--- src/hdl/tdf_cfg.svh ---
// register indices, reset values and field limits of the text fetch block
`ifndef TDF_CFG_SVH
`define TDF_CFG_SVH

// ----------------------------------------------------------------
// register indices (host index port values)
// ----------------------------------------------------------------
`define TDF_NREG     38
`define TDF_IDX_HT   6'h00
`define TDF_IDX_HD   6'h01
`define TDF_IDX_HSP  6'h02
`define TDF_IDX_SW   6'h03
`define TDF_IDX_VT   6'h04
`define TDF_IDX_VTA  6'h05
`define TDF_IDX_VD   6'h06
`define TDF_IDX_VSP  6'h07
`define TDF_IDX_CVT  6'h09
`define TDF_IDX_DSH  6'h0C
`define TDF_IDX_DSL  6'h0D
`define TDF_IDX_CHG  6'h16
`define TDF_IDX_CVD  6'h17
`define TDF_IDX_RPL  6'h24

// ----------------------------------------------------------------
// reset values (frame defaults to 127 x 33 cells, 80 x 25 displayed)
// ----------------------------------------------------------------
`define TDF_RST_HT   8'h7E
`define TDF_RST_HD   8'h50
`define TDF_RST_HSP  8'h66
`define TDF_RST_SW   8'h49
`define TDF_RST_VT   8'h20
`define TDF_RST_VTA  8'h00
`define TDF_RST_VD   8'h19
`define TDF_RST_VSP  8'h1D
`define TDF_RST_CVT  8'h07
`define TDF_RST_DSH  8'h00
`define TDF_RST_DSL  8'h00
`define TDF_RST_CHG  8'h78
`define TDF_RST_CVD  8'h08
`define TDF_RST_RPL  8'h05

// ----------------------------------------------------------------
// field limits
// ----------------------------------------------------------------
`define TDF_CVT_32B  5'h10
`define TDF_CELL_PIX 4'h8
`define TDF_RDY_BIT  7

`endif

--- src/hdl/tdf_pkg.sv ---
// types shared by the text fetch block
package tdf_pkg;
`include "tdf_cfg.svh"

    // whole register file, one byte per index
    typedef logic [`TDF_NREG-1:0][7:0] tdf_regfile_t;

    // fetch sequencer states
    typedef enum logic [2:0] {
        TDF_CELL, TDF_CODE_REQ, TDF_CODE_WAIT, TDF_DEF_REQ, TDF_DEF_WAIT, TDF_PUSH
    } tdf_state_t;

    // register port state
    typedef struct packed {
        logic [5:0]   idx;
        logic         rdy;
        logic [7:0]   rdata;
        tdf_regfile_t file;
    } tdf_regs_s_t;

    // two-entry buffer state
    typedef struct packed {
        logic [1:0][7:0] mem;
        logic            wp;
        logic            rp;
        logic [1:0]      cnt;
    } tdf_buf_s_t;

    // fetch engine state
    typedef struct packed {
        tdf_state_t  st;
        logic [7:0]  hcnt;
        logic [4:0]  scan;
        logic [7:0]  vrow;
        logic [4:0]  adj;
        logic        in_adj;
        logic [15:0] row_base;
        logic [7:0]  code;
        logic [7:0]  pat;
        logic [15:0] addr;
        logic        hs;
        logic        vs;
        logic        de;
    } tdf_top_s_t;
endpackage

--- src/hdl/tdf_regs.sv ---
// indexed address/data register port with status ready bit
`timescale 1ns/1ps
`include "tdf_cfg.svh"
module tdf_regs import tdf_pkg::*; (
    // clock and reset
    input  wire logic   sys_clk,
    input  wire logic   rst_n,
    // host port
    input  wire logic       host_sel,
    input  wire logic       host_rs,
    input  wire logic       host_we,
    input  wire logic [7:0] host_wdata,
    output logic      [7:0] host_rdata,
    // register contents
    output tdf_regfile_t    regs
);
    tdf_regs_s_t q, d;  // state and next state

    // only documented indices hold storage, the rest read zero
    function automatic logic impl(input logic [5:0] i);
        unique case (i)
            `TDF_IDX_HT, `TDF_IDX_HD, `TDF_IDX_HSP, `TDF_IDX_SW, `TDF_IDX_VT,
            `TDF_IDX_VTA, `TDF_IDX_VD, `TDF_IDX_VSP, `TDF_IDX_CVT, `TDF_IDX_DSH,
            `TDF_IDX_DSL, `TDF_IDX_CHG, `TDF_IDX_CVD, `TDF_IDX_RPL: impl = 1'b1;
            default: impl = 1'b0;
        endcase
    endfunction

    // reset image of the file
    localparam tdf_regfile_t FILE_RST = {
        8'h0, `TDF_RST_RPL, 96'h0, `TDF_RST_CVD, `TDF_RST_CHG, 64'h0, `TDF_RST_DSL,
        `TDF_RST_DSH, 16'h0, `TDF_RST_CVT, 8'h0, `TDF_RST_VSP, `TDF_RST_VD,
        `TDF_RST_VTA, `TDF_RST_VT, `TDF_RST_SW, `TDF_RST_HSP, `TDF_RST_HD, `TDF_RST_HT};

    // index write drops ready for one cycle, data write needs ready
    always_comb begin
        d = q;
        d.rdy = 1'b1;
        if (host_sel && host_we && !host_rs) begin
            d.idx = host_wdata[5:0];
            d.rdy = 1'b0;
        end
        if (host_sel && host_we && host_rs && q.rdy && impl(q.idx)) begin
            d.file[q.idx] = host_wdata;
        end
        if (host_sel && !host_we) begin
            d.rdata = host_rs ? (impl(q.idx) ? q.file[q.idx] : 8'h00) : {q.rdy, 1'b0, q.idx};
        end
    end

    // state register
    always_ff @(posedge sys_clk or negedge rst_n) begin
        if (!rst_n) begin
            q <= '{idx: 6'h00, rdy: 1'b1, rdata: 8'h00, file: FILE_RST};
        end else begin
            q <= d;
        end
    end

    assign host_rdata = q.rdata;
    assign regs       = q.file;
endmodule // tdf_regs

--- src/hdl/tdf_buf.sv ---
// two-entry buffer between fetch engine and pixel consumer
`timescale 1ns/1ps
module tdf_buf import tdf_pkg::*; (
    // clock and reset
    input  wire logic       sys_clk,
    input  wire logic       rst_n,
    // fill side
    input  wire logic       in_valid,
    output logic            in_ready,
    input  wire logic [7:0] in_data,
    // drain side
    output logic            out_valid,
    input  wire logic       out_ready,
    output logic      [7:0] out_data
);
    tdf_buf_s_t q, d;  // state and next state
    logic push, pop;   // accepted transfers

    assign in_ready  = (q.cnt != 2'd2);
    assign out_valid = (q.cnt != 2'd0);
    assign out_data  = q.mem[q.rp];
    assign push      = in_valid && in_ready;
    assign pop       = out_valid && out_ready;

    // pointer and count update
    always_comb begin
        d = q;
        if (push) begin
            d.mem[q.wp] = in_data;
            d.wp        = ~q.wp;
        end
        if (pop) begin
            d.rp = ~q.rp;
        end
        d.cnt = q.cnt + 2'(push) - 2'(pop);
    end

    // state register
    always_ff @(posedge sys_clk or negedge rst_n) begin
        if (!rst_n) begin
            q <= '0;
        end else begin
            q <= d;
        end
    end
endmodule // tdf_buf

--- src/hdl/tdf_text_fetch.sv ---
// character-mode display address generator, top level
// What this block does
// - start address from registers twelve and thirteen
// - next cell right fetches address plus one
// - row below fetches address plus row width
// - display byte indexes one of 256 definitions
// - code zero selects first stored definition
// - definitions occupy sixteen or thirty-two bytes
// - eight pixels wide, up to 32 lines tall, fewer may show
// - cell size from registers 9, 22, 23
// - frame programmable, default 127 by 33, 80 by 25 displayed
// - frame includes retrace and non-visible regions
// - frame timing from the timing registers
// - 32 bytes when cell total field >= 16
`timescale 1ns/1ps
`include "tdf_cfg.svh"
module tdf_text_fetch import tdf_pkg::*; (
    // clock and reset
    input  wire logic        sys_clk,
    input  wire logic        rst_n,
    // host register port
    input  wire logic        host_sel,
    input  wire logic        host_rs,
    input  wire logic        host_we,
    input  wire logic [7:0]  host_wdata,
    output logic      [7:0]  host_rdata,
    // character set base
    input  wire logic [15:0] def_base,
    // video ram port
    output logic             ram_req_valid,
    input  wire logic        ram_req_ready,
    output logic      [15:0] ram_addr,
    input  wire logic        ram_rvalid,
    input  wire logic [7:0]  ram_rdata,
    // pattern stream
    output logic             pix_valid,
    input  wire logic        pix_ready,
    output logic      [7:0]  pix_data,
    // frame timing
    output logic             hsync,
    output logic             vsync,
    output logic             disp_en
);
    // ----------------------------------------------------------------
    // register file and field views
    // ----------------------------------------------------------------
    tdf_regfile_t rf;         // register contents
    logic [7:0]   ht;         // last character column
    logic [7:0]   hd;         // displayed columns
    logic [7:0]   hsp;        // hsync start column
    logic [3:0]   hw;         // hsync width in columns
    logic [3:0]   vw;         // vsync width in rows
    logic [7:0]   vt;         // last character row
    logic [4:0]   vta;        // extra scan lines per frame
    logic [7:0]   vd;         // displayed rows
    logic [7:0]   vsp;        // vsync start row
    logic [4:0]   cvt;        // last scan line of a cell
    logic [4:0]   cvd;        // displayed scan lines of a cell
    logic [3:0]   cdh;        // displayed pixels of a cell
    logic [15:0]  start;      // display start address

    tdf_regs u_regs (
        .sys_clk    (sys_clk),
        .rst_n      (rst_n),
        .host_sel   (host_sel),
        .host_rs    (host_rs),
        .host_we    (host_we),
        .host_wdata (host_wdata),
        .host_rdata (host_rdata),
        .regs       (rf)
    );

    // field extraction from the timing and cell registers
    assign ht    = rf[`TDF_IDX_HT];
    assign hd    = rf[`TDF_IDX_HD];
    assign hsp   = rf[`TDF_IDX_HSP];
    assign hw    = rf[`TDF_IDX_SW][3:0];
    assign vw    = rf[`TDF_IDX_SW][7:4];
    assign vt    = rf[`TDF_IDX_VT];
    assign vta   = rf[`TDF_IDX_VTA][4:0];
    assign vd    = rf[`TDF_IDX_VD];
    assign vsp   = rf[`TDF_IDX_VSP];
    assign cvt   = rf[`TDF_IDX_CVT][4:0];
    assign cvd   = rf[`TDF_IDX_CVD][4:0];
    assign cdh   = rf[`TDF_IDX_CHG][3:0];
    assign start = {rf[`TDF_IDX_DSH], rf[`TDF_IDX_DSL]};

    // ----------------------------------------------------------------
    // fetch engine state
    // ----------------------------------------------------------------
    tdf_top_s_t  q, d;        // state and next state
    logic        vis;         // current cell lies in the visible area
    logic        step;        // advance to the next cell position
    logic        last_col;    // current column is the last of a line
    logic        last_scan;   // current scan line closes the cell row
    logic        frame_end;   // step closes the whole frame
    logic        row_end;     // step closes a character row
    logic        big;         // definitions use 32 bytes
    logic [15:0] def_off;     // code scaled by definition size
    logic [15:0] def_addr;    // address of the pattern byte
    logic [7:0]  mask;        // displayed pixel mask
    logic        buf_ready;   // buffer can take a pattern
    logic        buf_valid;   // pattern offered to the buffer

    // visible area: displayed columns, rows and scan lines only
    assign vis = (q.hcnt < hd) && (q.vrow < vd) && !q.in_adj && (q.scan < cvd);

    assign last_col  = (q.hcnt == ht);
    assign last_scan = (q.scan == cvt);

    // row closes on the last column of its last scan line
    assign row_end   = step && last_col && !q.in_adj && last_scan;

    // frame closes after the last row, or after the adjust lines
    assign frame_end = step && last_col &&
                       (q.in_adj ? (q.adj + 5'd1 >= vta) : (last_scan && q.vrow == vt && vta == 5'd0));

    // definition size follows the cell total field
    assign big = (cvt >= `TDF_CVT_32B);

    // screen code times 16 or 32, code zero lands on the base itself
    assign def_off  = big ? {3'h0, ram_rdata, 5'h00} : {4'h0, ram_rdata, 4'h0};
    assign def_addr = def_base + def_off + {11'h000, q.scan};

    // keep only the leftmost displayed pixels of the cell
    assign mask = (cdh >= `TDF_CELL_PIX) ? 8'hFF : ~(8'hFF >> cdh[2:0]);

    // ----------------------------------------------------------------
    // sequencer and frame counters
    // ----------------------------------------------------------------
    // one ram access at a time; blank cells take a single cycle each
    always_comb begin
        d             = q;
        step          = 1'b0;
        ram_req_valid = 1'b0;
        buf_valid     = 1'b0;
        unique case (q.st)
            // decide fetch or blank for this position
            TDF_CELL: begin
                if (vis) begin
                    d.addr = q.row_base + {8'h00, q.hcnt};
                    d.st   = TDF_CODE_REQ;
                end else begin
                    step = 1'b1;
                end
            end
            // offer the display byte address
            TDF_CODE_REQ: begin
                ram_req_valid = 1'b1;
                if (ram_req_ready) begin
                    d.st = TDF_CODE_WAIT;
                end
            end
            // screen code returns, form the pattern address
            TDF_CODE_WAIT: begin
                if (ram_rvalid) begin
                    d.code = ram_rdata;
                    d.addr = def_addr;
                    d.st   = TDF_DEF_REQ;
                end
            end
            // offer the definition byte address
            TDF_DEF_REQ: begin
                ram_req_valid = 1'b1;
                if (ram_req_ready) begin
                    d.st = TDF_DEF_WAIT;
                end
            end
            // pattern returns, trim to displayed width
            TDF_DEF_WAIT: begin
                if (ram_rvalid) begin
                    d.pat = ram_rdata & mask;
                    d.st  = TDF_PUSH;
                end
            end
            // hand over; a full buffer stalls the whole walk
            TDF_PUSH: begin
                buf_valid = 1'b1;
                if (buf_ready) begin
                    step = 1'b1;
                    d.st = TDF_CELL;
                end
            end
        endcase

        // column, scan, row and adjust counters
        if (step) begin
            d.hcnt = last_col ? 8'h00 : q.hcnt + 8'h01;
            if (last_col) begin
                if (q.in_adj) begin
                    d.adj = q.adj + 5'd1;
                end else if (last_scan) begin
                    d.scan     = 5'd0;
                    d.row_base = q.row_base + {8'h00, hd};
                    if (q.vrow == vt) begin
                        d.in_adj = 1'b1;
                        d.adj    = 5'd0;
                    end else begin
                        d.vrow = q.vrow + 8'h01;
                    end
                end else begin
                    d.scan = q.scan + 5'd1;
                end
            end
        end

        // frame restart reloads the start address
        if (frame_end) begin
            d.vrow     = 8'h00;
            d.scan     = 5'd0;
            d.adj      = 5'd0;
            d.in_adj   = 1'b0;
            d.row_base = start;
        end

        // sync and enable windows, one cycle behind the counters
        d.hs = ({1'b0, q.hcnt} >= {1'b0, hsp}) && ({1'b0, q.hcnt} < {1'b0, hsp} + {5'h00, hw});
        d.vs = ({1'b0, q.vrow} >= {1'b0, vsp}) && ({1'b0, q.vrow} < {1'b0, vsp} + {5'h00, vw});
        d.de = vis;
    end

    // state register; frame starts at the reset start address
    always_ff @(posedge sys_clk or negedge rst_n) begin
        if (!rst_n) begin
            q <= '{st: TDF_CELL, hcnt: 8'h00, scan: 5'd0, vrow: 8'h00, adj: 5'd0,
                   in_adj: 1'b0, row_base: {`TDF_RST_DSH, `TDF_RST_DSL}, code: 8'h00,
                   pat: 8'h00, addr: 16'h0000, hs: 1'b0, vs: 1'b0, de: 1'b0};
        end else begin
            q <= d;
        end
    end

    // ----------------------------------------------------------------
    // output buffer and pins
    // ----------------------------------------------------------------
    // decouples the consumer so a stall drops no pattern
    tdf_buf u_buf (
        .sys_clk   (sys_clk),
        .rst_n     (rst_n),
        .in_valid  (buf_valid),
        .in_ready  (buf_ready),
        .in_data   (q.pat),
        .out_valid (pix_valid),
        .out_ready (pix_ready),
        .out_data  (pix_data)
    );

    assign ram_addr = q.addr;
    assign hsync    = q.hs;
    assign vsync    = q.vs;
    assign disp_en  = q.de;
endmodule // tdf_text_fetch

--- config.mk ---
export PLATFORM = sky130hd
export DESIGN_NAME = tdf_text_fetch
export DESIGN_NICKNAME = d
export VERILOG_FILES = /design/src/hdl/tdf_pkg.sv /design/src/hdl/tdf_regs.sv /design/src/hdl/tdf_buf.sv /design/src/hdl/tdf_text_fetch.sv
export VERILOG_INCLUDE_DIRS = /design/src /design/src/hdl
export SDC_FILE = /design/constraint.sdc
export NUM_CORES = 1
export LEC_CHECK = 0
export BUFFER_PORTS_ARGS = -buffer_cell sky130_fd_sc_hd__buf_2
export CAP_MARGIN = 10
export CORE_ASPECT_RATIO = 1.4
export CORE_UTILIZATION = 35
export CTS_BUF_LIST = sky130_fd_sc_hd__clkbuf_4 sky130_fd_sc_hd__clkbuf_8 sky130_fd_sc_hd__clkbuf_16
export DETAILED_ROUTE_END_ITERATION = 6
export GPL_TIMING_DRIVEN = 0
export PLACE_DENSITY = 0.55
export SLEW_MARGIN = 40
export SYNTH_ARGS = -nofsm -noshare
export SYNTH_HDL_FRONTEND = slang
export SYNTH_SLANG_ARGS = --single-unit
--- constraint.sdc ---
create_clock -name sys_clk -period 3.1 [get_ports sys_clk]
set_input_delay 0.31 -clock sys_clk [delete_from_list [all_inputs] [get_ports sys_clk]]
set_output_delay 0.31 -clock sys_clk [all_outputs]
set_load 0.03 [all_outputs]
==> flow_metrics.tcl <==
set metrics [dict create \
    synthCells 1925 \
    syn-num-nets 2079 \
    grt_pass1_wl_um 95090 \
    via_per_inst 5.310 \
    ys.flop_type "dfrtp_1" \
    ys_async_sr_fraction_pct 100.0 \
    grt_use_total_pct 20.67 \
    p_leak_nw 11.03 \
    cts_tree "done" \
    min_period_ns 3.084 \
    numCtsBuffers 44 \
    core_um2 58730 \
    htree_levels 2 \
    relSlewSlack_pct 45.14 \
    required_ns 3.57 \
    critPathLaunchType "flip-flop" \
    vias 15130 \
    finalCritPeriodShare_pct 99.49 \
    remaining_drc_errors 0 \
    maxCapViolCount 0 \
    vdd.ir_drop.worst_v 0.0003142 \
    die_w_um 208.0 \
    io_buffer_count 75 \
    gp_congestion 0.8645 \
    syn_to_final_growth_pct 15.62 \
    n_fill_cell 5643 \
    drt_wl_total_um 61570 \
    worstPathArrival_ns 3.55 \
    synthesis.area_um2 20800 \
    end_kind "flip-flop" \
    grt_pass1_vias 15600 \
    layout-drive-gt1-share_pct 22.34 \
    final_area_um2 24050 \
    p_per_area_nw_per_um2 668.6 \
    rows 105 \
    cts.sinks 412 \
    synth_seq_cells 412 \
    drt_iter0_markers 1031 \
    cts_root_buffer "clkbuf_16" \
    path_clk_slew_ns 0.06 \
    critPathMaxFanout 10 \
    fin_tns_setup_ns 0 \
    first_pass_iters 7 \
    skew_ns 0.01931 \
    ys_types 79 \
    setup_viol 0 \
    avgSynthCellArea_um2 10.81 \
    layout_common_cells "dfrtp_1 (374), clkbuf_1 (231), a22oi_1 (150)" \
    outcome "completed" \
    dp_hpwl_um 46120 \
    ant_nets 0 \
    start_util_pct 35.42 \
    max-clock-path-buffers 3 \
    rsz0062_at_grt "yes" \
    synth-edff-count 0 \
    finalHoldViolCount 0 \
    crit_type "flip-flop to flip-flop" \
    max_freq_ghz 0.3242 \
    hp-class "primary input to flip-flop" \
    grt_max_degree 78 \
    maxSlewViolCount 0 \
    antenna_found_initial 2 \
    fin_nets 2217 \
    dieArea_um2 60420 \
    die_h_um 290.4 \
    place_area_um2 22280 \
    io_pins 77 \
    overflow 0 \
    synth_warnings 0 \
    tightest_slew_ns 0.8228 \
    post_drt_wl_per_cell_um 21.61 \
    layout_commonest_cell "dfrtp_1" \
    utilization_pct 40.95 \
    clk_latency_ns 0.59 \
    synth-seq-area-share_pct 49.77 \
]
[Yosys cell counts, types with 11 or more instances]
| cell type | instances | area [um2] |
|---|---|---|
| dfrtp_1 | 378 | 9459 |
| clkbuf_1 | 246 | 923.4 |
| a22oi_1 | 150 | 1126 |
| mux2_2 | 140 | 1577 |
| ha_1 | 108 | 1351 |
| o21ai_0 | 95 | 475.5 |
| nand2_1 | 79 | 296.5 |
| nor2_1 | 73 | 274.0 |
| inv_1 | 67 | 251.5 |
| a21oi_1 | 46 | 230.2 |
| xnor2_1 | 42 | 367.9 |
| nand4_1 | 41 | 256.5 |
| dfstp_2 | 34 | 893.4 |
| buf_4 | 27 | 202.7 |
| nor3_1 | 26 | 130.1 |
| xor2_1 | 26 | 227.7 |
| nand3_1 | 25 | 125.1 |
| buf_2 | 22 | 110.1 |
| a21o_1 | 20 | 150.1 |
| a211oi_1 | 19 | 142.6 |
| and3_1 | 17 | 106.4 |
| nand2b_1 | 16 | 100.1 |
| o31ai_1 | 15 | 112.6 |
| nor2b_1 | 14 | 87.58 |
| a22o_1 | 13 | 113.9 |
| a31oi_1 | 12 | 75.07 |
| and2_1 | 12 | 75.07 |
| o211ai_1 | 11 | 82.58 |
[final timing paths]
kind,startpoint,end,slack [ns],cells after the start
worst max register to register,u_regs.q[313]$_DFFE_PN0P_,u_regs.host_rdata[5]$_DFFE_PN0P_,0.02,8
max in group asynchronous,rst_n,u_regs.regs[288]$_DFFE_PN1P_,1.68,4
worst max-delay path,u_regs.q[313]$_DFFE_PN0P_,u_regs.host_rdata[5]$_DFFE_PN0P_,0.02,8
worst min register to register,u_regs.regs[207]$_DFFE_PN0P_,u_regs.regs[207]$_DFFE_PN0P_,0.45,1
worst min-delay path,ram_rdata[0],q[19]$_DFFE_PN0P_,0.03,3
min in group asynchronous,rst_n,u_regs.regs[213]$_DFFE_PN0P_,0.25,2
[critical path, cell delays in order (launching register included)]
cell and delay, ns:
dfrtp_1 0.42, and3b_1 0.19, clkbuf_1 0.22, clkbuf_2 0.35
a22oi_1 0.49, nand4_1 0.31, mux4_2 0.59, a221oi_1 0.29
nand2_1 0.09
[stage by stage]
| step | hold WS (ns) | std cells | power, mW | setup slack, ns |
|---|---|---|---|---|
| 6_report | 0.03229 | 2849 | 16.08 | 0.01579 |
| 5_1_grt | 0.03042 | 2848 | 16.87 | -0.007445 |
| 4_1_cts | 0.01196 | 2842 | 16.07 | -0.03009 |
| 3_5_place_dp | 0.2807 | 2756 | 10.55 | -0.4044 |
| 3_3_place_gp | 0.4398 | 2749 | 10.44 | -6.436 |
| 2_1_floorplan | 0.01441 | 1925 | 9.045 | 0.2264 |
[report_power, final]
part           internal, mW  switching, mW  total, mW
Sequential             5.85          0.514       6.36
Combinational          1.60           2.70       4.29
Clock                  3.21           2.22       5.43
Total                  10.6           5.43       16.1
[flip-flops by register name, indices dropped and copies added (netlist names), 7 cells and up]
register,flops
u_buf.q,20
ram_addr,16
u_regs.regs,304
u_regs.q,7
u_regs.host_rdata,8
q,54
[cells by family (layout without fill, tap and decap cells)]
kind of cell / count (synthesis) / in the layout / synth area share [%]
multiplexers: 160 / 160 / 8.933
AND/OR/NAND/NOR: 356 / 356 / 9.131
AO/OA/AOI/OAI: 447 / 447 / 14.89
adder cells (fa/ha/maj): 114 / 114 / 7.074
XOR/XNOR: 68 / 68 / 2.863
other: 0 / 1 / 0
flip-flops: 412 / 412 / 49.77
buffers and inverters: 368 / 542 / 7.339
[final cells by class]
class,count,area [um2],share of cell area (%)
Clock buffer,73,1369,5.692
Buffer,298,1294,5.380
Tap cell,749,937.1,3.897
Multi-Input combinational cell,1145,9070,37.72
Sequential cell,412,10360,43.07
Inverter,69,259.0,1.077
Timing Repair Buffer,93,628.1,2.612
Clock inverter,9,131.4,0.5463
Antenna cell,1,2.502,0.01041
[layer usage]
layer  GRT usage [%]  up-vias  routed length, um
met3           2.702      132               2282
met4           10.37        4               3237
li1                -     7061                  -
met1           24.53     7552              25050
met2           36.53      378              30980
met5               0        -                 23
[repair_timing]
| item | CTS | global route |
|---|---|---|
| setup buffers | 0 | 7 |
| hold buffers | 4 | 0 |
| gates resized for setup | 18 | 43 |
| endpoints found under the setup margin | 66 | 58 |
| pin swaps | 3 | 6 |
| hold endpoints to repair | 54 | 0 |
Power figures use the tool's default switching activity.
